--- config.mk ---
export PLATFORM = sky130hd
export DESIGN_NAME = acr_ctl_regs
export DESIGN_NICKNAME = d
export VERILOG_FILES = /design/src/acr_pkg.sv /design/src/acr_sync2.sv /design/src/acr_event_flags.sv /design/src/acr_ctl_regs.sv
export SDC_FILE = /design/constraint.sdc
export NUM_CORES = 1
export LEC_CHECK = 0
export BUFFER_PORTS_ARGS = -buffer_cell sky130_fd_sc_hd__buf_2
export CAP_MARGIN = 20
export CORE_MARGIN = 4
export CORE_UTILIZATION = 41
export DETAILED_ROUTE_END_ITERATION = 12
export PLACE_DENSITY = 0.76
export RECOVER_POWER = 25
export SLEW_MARGIN = 20
export SYNTH_ARGS = -nofsm -noshare
export SYNTH_HDL_FRONTEND = slang
export SYNTH_SLANG_ARGS = --single-unit
export TNS_END_PERCENT = 30
--- constraint.sdc ---
create_clock -name aclk -period 1.5 [get_ports aclk]
set_input_delay 0.225 -clock aclk [delete_from_list [all_inputs] [get_ports aclk]]
set_output_delay 0.225 -clock aclk [all_outputs]
set_load 0.01 [all_outputs]
--- src/acr_pkg.sv ---
// Constants and carrier types for the amplifier and comparator control block
package acr_pkg;

  // Register byte offsets on the AXI4-Lite bus
  localparam logic [7:0] OFS_CLOCK_GATE = 8'h00;
  localparam logic [7:0] OFS_AMP_CTL    = 8'h04;
  localparam logic [7:0] OFS_CMP_MODE   = 8'h08;
  localparam logic [7:0] OFS_IRQ_FLAGS  = 8'h0C;
  localparam logic [7:0] OFS_IRQ_MASK   = 8'h10;
  localparam logic [7:0] OFS_RESET_CTL  = 8'h14;

  // Field positions
  localparam int BIT_AMP_CLK_GATE  = 2;
  localparam int BIT_CMP_CLK_GATE  = 5;
  localparam int BIT_AMP_GROUND    = 3;
  localparam int BIT_AMP_GAIN_LO   = 0;
  localparam int BIT_CMP1_RUN      = 4;
  localparam int BIT_CMP0_RUN      = 0;
  localparam int BIT_CMP_HOLD_RST  = 5;

  // Masks of implemented bits; all others read as zero
  localparam logic [7:0] MSK_CLOCK_GATE = 8'h24;
  localparam logic [7:0] MSK_AMP_CTL    = 8'h0B;
  localparam logic [7:0] MSK_CMP_MODE   = 8'h11;
  localparam logic [7:0] MSK_IRQ        = 8'h03;
  localparam logic [7:0] MSK_RESET_CTL  = 8'h20;

  // Reset values
  localparam logic [7:0] RST_CLOCK_GATE = 8'h00;
  localparam logic [7:0] RST_AMP_CTL    = 8'h00;
  localparam logic [7:0] RST_CMP_MODE   = 8'h00;
  localparam logic [1:0] RST_IRQ_FLAGS  = 2'h0;
  localparam logic [7:0] RST_IRQ_MASK   = 8'h03;
  localparam logic [7:0] RST_RESET_CTL  = 8'h00;

  // AXI response codes
  localparam logic [1:0] RESP_OKAY   = 2'h0;
  localparam logic [1:0] RESP_SLVERR = 2'h2;

  // Amplifier settings towards the analog macro
  typedef struct packed {
    logic       clk_en;
    logic       ground_select;
    logic [1:0] gain;
  } acr_amp_cfg_t;

  // Comparator controls towards the analog macro
  typedef struct packed {
    logic       clk_en;
    logic       hold_reset;
    logic [1:0] run;
  } acr_cmp_ctl_t;

  // Bus channel states
  typedef enum logic {ACR_WS_COLLECT = 1'b0, ACR_WS_RESP = 1'b1} acr_wstate_t;
  typedef enum logic {ACR_RS_IDLE = 1'b0, ACR_RS_DATA = 1'b1} acr_rstate_t;

endpackage : acr_pkg

--- src/acr_sync2.sv ---
// Two-flop synchroniser for asynchronous comparator outputs
`timescale 1ns/10ps
module acr_sync2 #(
  parameter int WIDTH = 2
) (
  // Clock and reset
  input  wire logic             aclk,
  input  wire logic             aresetn,
  // Levels
  input  wire logic [WIDTH-1:0] async_in,
  output logic      [WIDTH-1:0] sync_out
);

  typedef struct packed {
    logic [WIDTH-1:0] meta;
    logic [WIDTH-1:0] sync;
  } acr_sync_t;

  acr_sync_t st_ff;
  acr_sync_t nxt_st;

  // First stage feeds only the second stage
  always_comb begin
    nxt_st.meta = async_in;
    nxt_st.sync = st_ff.meta;
  end

  always_ff @(posedge aclk) begin
    if (!aresetn) begin
      st_ff <= '0;
    end else begin
      st_ff <= nxt_st;
    end
  end

  assign sync_out = st_ff.sync;

endmodule : acr_sync2

--- src/acr_event_flags.sv ---
// Sticky comparator request flags with edge capture and software write
`timescale 1ns/10ps
module acr_event_flags (
  // Clock and reset
  input  wire logic       aclk,
  input  wire logic       aresetn,
  // Comparator side
  input  wire logic [1:0] cmp_level,
  input  wire logic [1:0] cmp_active,
  // Software side
  input  wire logic       sw_we,
  input  wire logic [1:0] sw_data,
  output logic      [1:0] flags
);

  typedef struct packed {
    logic [1:0] prev;
    logic [1:0] flag;
  } acr_flag_t;

  acr_flag_t  st_ff;
  acr_flag_t  nxt_st;
  logic [1:0] nxt_flag;

  // Per comparator: a new edge wins over a software clear in the same cycle
  for (genvar i = 0; i < 2; i++) begin : g_flag
    assign nxt_flag[i] = (cmp_active[i] && cmp_level[i] && !st_ff.prev[i])
                       | (sw_we ? sw_data[i] : st_ff.flag[i]);
  end

  always_comb begin
    nxt_st.prev = cmp_level;
    nxt_st.flag = nxt_flag;
  end

  always_ff @(posedge aclk) begin
    if (!aresetn) begin
      st_ff.prev <= 2'h0;
      st_ff.flag <= acr_pkg::RST_IRQ_FLAGS;
    end else begin
      st_ff <= nxt_st;
    end
  end

  assign flags = st_ff.flag;

endmodule : acr_event_flags

--- src/acr_ctl_regs.sv ---
// Register bank controlling the gain amplifier and the two comparators
//
// Chosen here: the placing of the registers and the AXI4-Lite slave port.
`timescale 1ns/10ps
module acr_ctl_regs (
  // Clock and reset
  input  wire logic                 aclk,
  input  wire logic                 aresetn,
  // AXI4-Lite write address
  input  wire logic [7:0]           awaddr,
  input  wire logic [2:0]           awprot,
  input  wire logic                 awvalid,
  output logic                      awready,
  // AXI4-Lite write data
  input  wire logic [31:0]          wdata,
  input  wire logic [3:0]           wstrb,
  input  wire logic                 wvalid,
  output logic                      wready,
  // AXI4-Lite write response
  output logic [1:0]                bresp,
  output logic                      bvalid,
  input  wire logic                 bready,
  // AXI4-Lite read address
  input  wire logic [7:0]           araddr,
  input  wire logic [2:0]           arprot,
  input  wire logic                 arvalid,
  output logic                      arready,
  // AXI4-Lite read data
  output logic [31:0]               rdata,
  output logic [1:0]                rresp,
  output logic                      rvalid,
  input  wire logic                 rready,
  // Analog macro side
  input  wire logic [1:0]           cmp_out_async,
  output acr_pkg::acr_amp_cfg_t     amp_cfg,
  output acr_pkg::acr_cmp_ctl_t     cmp_ctl,
  // Requests to the interrupt controller
  output logic [1:0]                cmp_irq_req
);

  typedef struct packed {
    logic [7:0]           clk_gate;
    logic [7:0]           amp_ctl;
    logic [7:0]           cmp_mode;
    logic [7:0]           irq_mask;
    logic [7:0]           rst_ctl;
    logic                 aw_got;
    logic [7:0]           aw_addr;
    logic                 w_got;
    logic [7:0]           w_data;
    logic                 w_lane0;
    acr_pkg::acr_wstate_t wstate;
    logic [1:0]           bresp;
    acr_pkg::acr_rstate_t rstate;
    logic [7:0]           rdata;
    logic [1:0]           rresp;
  } acr_regs_t;

  acr_regs_t  st_ff;
  acr_regs_t  nxt_st;
  logic [1:0] cmp_sync;
  logic [1:0] cmp_active;
  logic [1:0] flags;
  logic       flag_we;
  logic [1:0] flag_wdata;
  logic       commit;
  logic       amp_open;
  logic       cmp_held;

  // Comparator outputs come from the analog side, so resynchronise
  acr_sync2 #(
    .WIDTH    (2)
  ) u_sync (
    .aclk     (aclk),
    .aresetn  (aresetn),
    .async_in (cmp_out_async),
    .sync_out (cmp_sync)
  );

  // Flags capture events even when masked so software can poll them
  acr_event_flags u_flags (
    .aclk       (aclk),
    .aresetn    (aresetn),
    .cmp_level  (cmp_sync),
    .cmp_active (cmp_active),
    .sw_we      (flag_we),
    .sw_data    (flag_wdata),
    .flags      (flags)
  );

  // Read mux; unmapped addresses answer with an error and zero data
  function automatic logic [9:0] read_word(input logic [7:0] addr,
                                           input acr_regs_t  s,
                                           input logic [1:0] f);
    logic [9:0] res;
    res = {acr_pkg::RESP_OKAY, 8'h00};
    unique case (addr)
      acr_pkg::OFS_CLOCK_GATE: res[7:0] = s.clk_gate;
      acr_pkg::OFS_AMP_CTL:    res[7:0] = s.amp_ctl;
      acr_pkg::OFS_CMP_MODE:   res[7:0] = s.cmp_mode;
      acr_pkg::OFS_IRQ_FLAGS:  res[7:0] = {6'h00, f};
      acr_pkg::OFS_IRQ_MASK:   res[7:0] = s.irq_mask;
      acr_pkg::OFS_RESET_CTL:  res[7:0] = s.rst_ctl;
      default:                 res      = {acr_pkg::RESP_SLVERR, 8'h00};
    endcase
    return res;
  endfunction : read_word

  // Status of the gates seen by the rest of the logic
  assign amp_open = st_ff.clk_gate[acr_pkg::BIT_AMP_CLK_GATE];
  assign cmp_held = st_ff.rst_ctl[acr_pkg::BIT_CMP_HOLD_RST];
  assign commit   = (st_ff.wstate == acr_pkg::ACR_WS_COLLECT)
                  && st_ff.aw_got && st_ff.w_got;

  // A comparator only produces events while clocked, running, not in reset
  always_comb begin
    cmp_active[1] = st_ff.clk_gate[acr_pkg::BIT_CMP_CLK_GATE]
                  && st_ff.cmp_mode[acr_pkg::BIT_CMP1_RUN] && !cmp_held;
    cmp_active[0] = st_ff.clk_gate[acr_pkg::BIT_CMP_CLK_GATE]
                  && st_ff.cmp_mode[acr_pkg::BIT_CMP0_RUN] && !cmp_held;
  end

  // Handshake outputs straight from the state
  assign awready = !st_ff.aw_got && (st_ff.wstate == acr_pkg::ACR_WS_COLLECT);
  assign wready  = !st_ff.w_got && (st_ff.wstate == acr_pkg::ACR_WS_COLLECT);
  assign bvalid  = (st_ff.wstate == acr_pkg::ACR_WS_RESP);
  assign bresp   = st_ff.bresp;
  assign arready = (st_ff.rstate == acr_pkg::ACR_RS_IDLE);
  assign rvalid  = (st_ff.rstate == acr_pkg::ACR_RS_DATA);
  assign rdata   = {24'h000000, st_ff.rdata};
  assign rresp   = st_ff.rresp;

  // Next state: bus channels, register writes and reset effects
  always_comb begin
    logic       hit;
    logic [9:0] rd;
    nxt_st     = st_ff;
    flag_we    = 1'b0;
    flag_wdata = st_ff.w_data[1:0];
    hit        = 1'b1;
    rd         = read_word(araddr, st_ff, flags);
    // Address and data are taken independently, in either order
    if (awvalid && awready) begin
      nxt_st.aw_got  = 1'b1;
      nxt_st.aw_addr = awaddr;
    end
    if (wvalid && wready) begin
      nxt_st.w_got   = 1'b1;
      nxt_st.w_data  = wdata[7:0];
      nxt_st.w_lane0 = wstrb[0];
    end
    if (commit) begin
      nxt_st.aw_got = 1'b0;
      nxt_st.w_got  = 1'b0;
      nxt_st.wstate = acr_pkg::ACR_WS_RESP;
      unique case (st_ff.aw_addr)
        acr_pkg::OFS_CLOCK_GATE: begin
          if (st_ff.w_lane0) begin
            nxt_st.clk_gate = st_ff.w_data
                            & acr_pkg::MSK_CLOCK_GATE;
          end
        end
        acr_pkg::OFS_AMP_CTL: begin
          // Ignored silently while the amp clock is off, as the macro would
          if (st_ff.w_lane0 && amp_open) begin
            nxt_st.amp_ctl = st_ff.w_data & acr_pkg::MSK_AMP_CTL;
          end
        end
        acr_pkg::OFS_CMP_MODE: begin
          if (st_ff.w_lane0 && !cmp_held) begin
            nxt_st.cmp_mode = st_ff.w_data & acr_pkg::MSK_CMP_MODE;
          end
        end
        acr_pkg::OFS_IRQ_FLAGS: begin
          flag_we = st_ff.w_lane0;
        end
        acr_pkg::OFS_IRQ_MASK: begin
          if (st_ff.w_lane0) begin
            nxt_st.irq_mask = st_ff.w_data & acr_pkg::MSK_IRQ;
          end
        end
        acr_pkg::OFS_RESET_CTL: begin
          if (st_ff.w_lane0) begin
            nxt_st.rst_ctl = st_ff.w_data & acr_pkg::MSK_RESET_CTL;
          end
        end
        default: hit = 1'b0;
      endcase
      nxt_st.bresp = hit ? acr_pkg::RESP_OKAY : acr_pkg::RESP_SLVERR;
    end else if (bvalid && bready) begin
      nxt_st.wstate = acr_pkg::ACR_WS_COLLECT;
    end
    // Comparator reset clears its mode settings for as long as it is held
    if (cmp_held) begin
      nxt_st.cmp_mode = acr_pkg::RST_CMP_MODE;
    end
    // Read channel: data registered one edge after the address
    if (arvalid && arready) begin
      nxt_st.rstate = acr_pkg::ACR_RS_DATA;
      nxt_st.rdata  = rd[7:0];
      nxt_st.rresp  = rd[9:8];
    end else if (rvalid && rready) begin
      nxt_st.rstate = acr_pkg::ACR_RS_IDLE;
    end
  end

  // Single state register
  always_ff @(posedge aclk) begin
    if (!aresetn) begin
      st_ff.clk_gate <= acr_pkg::RST_CLOCK_GATE;
      st_ff.amp_ctl  <= acr_pkg::RST_AMP_CTL;
      st_ff.cmp_mode <= acr_pkg::RST_CMP_MODE;
      st_ff.irq_mask <= acr_pkg::RST_IRQ_MASK;
      st_ff.rst_ctl  <= acr_pkg::RST_RESET_CTL;
      st_ff.aw_got   <= 1'b0;
      st_ff.aw_addr  <= 8'h00;
      st_ff.w_got    <= 1'b0;
      st_ff.w_data   <= 8'h00;
      st_ff.w_lane0  <= 1'b0;
      st_ff.wstate   <= acr_pkg::ACR_WS_COLLECT;
      st_ff.bresp    <= acr_pkg::RESP_OKAY;
      st_ff.rstate   <= acr_pkg::ACR_RS_IDLE;
      st_ff.rdata    <= 8'h00;
      st_ff.rresp    <= acr_pkg::RESP_OKAY;
    end else begin
      st_ff <= nxt_st;
    end
  end

  // Outputs to the analog side, all taken from register bits
  assign amp_cfg.clk_en        = amp_open;
  assign amp_cfg.ground_select =
    st_ff.amp_ctl[acr_pkg::BIT_AMP_GROUND];
  assign amp_cfg.gain = st_ff.amp_ctl[acr_pkg::BIT_AMP_GAIN_LO +: 2];
  assign cmp_ctl.clk_en = st_ff.clk_gate[acr_pkg::BIT_CMP_CLK_GATE];
  assign cmp_ctl.hold_reset    = cmp_held;
  assign cmp_ctl.run[1] = st_ff.cmp_mode[acr_pkg::BIT_CMP1_RUN];
  assign cmp_ctl.run[0] = st_ff.cmp_mode[acr_pkg::BIT_CMP0_RUN];

  // Pending and unblocked requests reach the processor
  assign cmp_irq_req = flags & ~st_ff.irq_mask[1:0];

  logic amp_commit;
  logic cmp_commit;
  logic gate_commit;
  assign amp_commit  = commit && st_ff.aw_addr == acr_pkg::OFS_AMP_CTL
                     && st_ff.w_lane0;
  assign cmp_commit  = commit && st_ff.aw_addr == acr_pkg::OFS_CMP_MODE
                     && st_ff.w_lane0;
  assign gate_commit = commit && st_ff.aw_addr == acr_pkg::OFS_CLOCK_GATE
                     && st_ff.w_lane0;
endmodule : acr_ctl_regs

==> reports/qor.yml <==
status:
  status: "finished, violations left"
  violations: "setup timing"
floorplan:
  rows: 27
  core_area_sq_mm: 0.005473
  dieArea_sq_mm: 0.006885
  initial_core_util_pct: 42.11
  die_h_microns: 82.98
  die-width_microns: 82.98
  io_pins: 118
sta:
  fin_crit_ns: 1.576
  hold_slack_ns: 0.1347
  skew_ns: 0.001264
  worstMarginPinSlew_ns: 0.8369
  setup_ws_ns: -0.07560
  finalSetupViolations: 7
  clock.fmax_mhz: 634.7
  slew_headroom_pct: 44.21
  finalMaxSlewViolations: 0
  rsz0062_at_grt: "true"
  layout_worst_path_cycle_share_pct: 105.0
  finalHoldViolations: 0
global_routing:
  gr-total-overflow: 0
  grt_usage_pct: 13.46
  grt_antenna_before_repair: 0
  grt_pass1_wl_mm: 7.700
  grt_pass1_vias: 1641
  grt_max_degree: 31
placement:
  dp_hpwl_mm: 3.581
  io_buffers: 54
  placedCellCount: 366
  place_congestion: 0.8136
  post-place-ws_ns: -0.1294
cts:
  cts_tree: "done"
  cts.sinks: 45
  root_buffer: "clkbuf_8"
  clock_latency_ns: 0.29
  htree_levels: 2
  clock_path_buffers: 2
  numCtsBuffers: 5
  clkTransAtPathRegs_ns: 0.08
setup_path:
  worst_ep_required_time_ns: 1.69
  arrival_ns: 1.76
  critPathKind: "reg -> reg"
  critPathLaunchType: "register"
  crit_fanout: 4
  crit_path_end_kind: "register"
synth:
  async_flop_share_pct: 0
  ys_ff_latch: 45
  yosysTopAreaCell: "dfxtp_1"
  syn_inst: 247
  ys_seq_area_share_pct: 39.09
  synthFlopType: "dfxtp_1"
  netlist_area_sq_mm: 0.002305
  synth_cell_type_count: 41
  synth_enable_flop_cells: 0
  synth_common_cells: "45 x dfxtp_1, 44 x buf_4, 28 x nand2_1"
  post-synth-top-count-cell: "dfxtp_1"
  synth_top_area_share_pct: 39.09
  synth_area_leaders: "dfxtp_1 39%, buf_4 14%, mux2i_1 6.9%, nor2b_1 4.9%, nand2_1 4.6%"
  ys_warn_count: 0
  post_synth.cell_area_avg_sq_um: 9.331
power:
  p_switching_w: 0.0006040
  peakVddDrop_v: 0.0003959
  seqPwrFrac_pct: 53.7
  power_switching_share_pct: 25.45
  pwr-share-clk_pct: 31.2
  internal-power_w: 0.001769
  power_frac_comb_pct: 15.1
  powerDensity_mw_per_mm2: 884.7
  p_leak_nw: 1.165
  p_total_w: 0.002373
finish:
  area_growth_syn_to_layout_pct: 16.40
  final_cells: 374
  drive_gt1_share_pct: 30.79
  n_fill_cell: 543
  antenna_cells: 0
  fin_util_pct: 49.02
  layout.nets: 369
run:
  max_cap_viol_count: 0
detailed_routing:
  drt_wl_total_mm: 4.607
  wl_per_cell_microns: 12.32
  dr.first_iter.drc_count: 101
  drc: 0
  via_per_inst: 4.663
  dr.pass1.iters: 4
  num_vias: 1744
  ant_nets: 0
min_path:
  hold_class: "in -> reg"
==> worst paths after layout <==
kind                     from            endpoint  slack, ns  cells past startpoint
max                 st_ff[24]    u_flags.flags[1]      -0.08                      4
max reg2reg         st_ff[24]    u_flags.flags[1]      -0.08                      4
min reg2reg  u_sync.nxt_st[1]  u_sync.sync_out[1]       0.44                      1
min          cmp_out_async[0]    u_sync.nxt_st[0]       0.13                      2
==> logic make-up (layout without fill, tap and decap cells) <==
logic type / Yosys count / count (layout) / share of synthesized area [%]
other: 1 / 28 / 0.1627
muxes: 17 / 17 / 7.437
buffers and inverters: 54 / 82 / 16.02
DFF: 45 / 45 / 39.09
and+or+nand+nor: 97 / 97 / 26.98
AOI/OAI and AO/OA: 33 / 33 / 10.32
==> per-layer routing <==
layer,part of all wire [%],up-vias,GRT usage (%)
met2,45,48,21.06
met4,0.89,0,3.566
met1,46,798,17.22
met3,7.5,4,5.357
met5,0,-,0
li1,-,894,-
==> sequential cells by signal, summed over array words and instances, names as in the netlist, 2 cells and up <==
signal,count
st_ff,17
rdata,6
amp_cfg,4
cmp_ctl,4
flag_wdata,2
u_flags.flags,2
u_flags.st_ff,2
u_sync.nxt_st,2
u_sync.sync_out,2
==> final cells by class <==
class	count	area (sq um)	area share [%]
multi-input cells	175	1176	43.84
flip-flops and latches	45	907.1	33.82
repair buffers	72	411.6	15.35
well taps	72	90.09	3.358
clock buffers	7	86.33	3.218
inverters	3	11.26	0.4198
==> stage by stage <==
step / cell area, sq um / setup TNS [ns]
after floorplan: 2416 / -0.07321
after global placement: 2559 / -0.6351
after detailed placement: 2559 / -0.8829
after CTS: 2668 / -0.3760
after global routing: 2683 / -1.129
final: 2683 / -0.3645
==> cells in the final DEF (no fill, tap or decap), types with 6 or more instances in the layout <==
cell type and count:
nand3_1 6, clkbuf_8 6, nand4b_1 6, nor2b_1 18
buf_2 49, nand2_1 28, and2_1 6, mux2i_1 16
dfxtp_1 40, clkbuf_1 6, buf_4 17, a21boi_0 12
conb_1 28
==> worst max-delay path, stage by stage (launching register included) <==
cell and delay, ns:
dfxtp_2 0.34, or4_4 0.58, nor4_4 0.24, mux2i_1 0.23
a21boi_1 0.08
==> power groups by stage <==
stage          Combinational, W  Sequential (W)  Clock [W]
5_1_grt                0.000399         0.00128   0.000827
6_report               0.000358         0.00127   0.000741
3_5_place_dp           0.000351         0.00130          0
2_1_floorplan          0.000260         0.00131          0
4_1_cts                0.000356         0.00127   0.000768
3_3_place_gp           0.000344         0.00130          0
==> what timing repair did <==
item	CTS	global route
pin swaps	4	3
buffers inserted	1	0
resized for setup	4	6
endpoints found under the setup margin	8	15
hold buffers	0	0
Note: power is estimated with default switching activity, not from simulation.
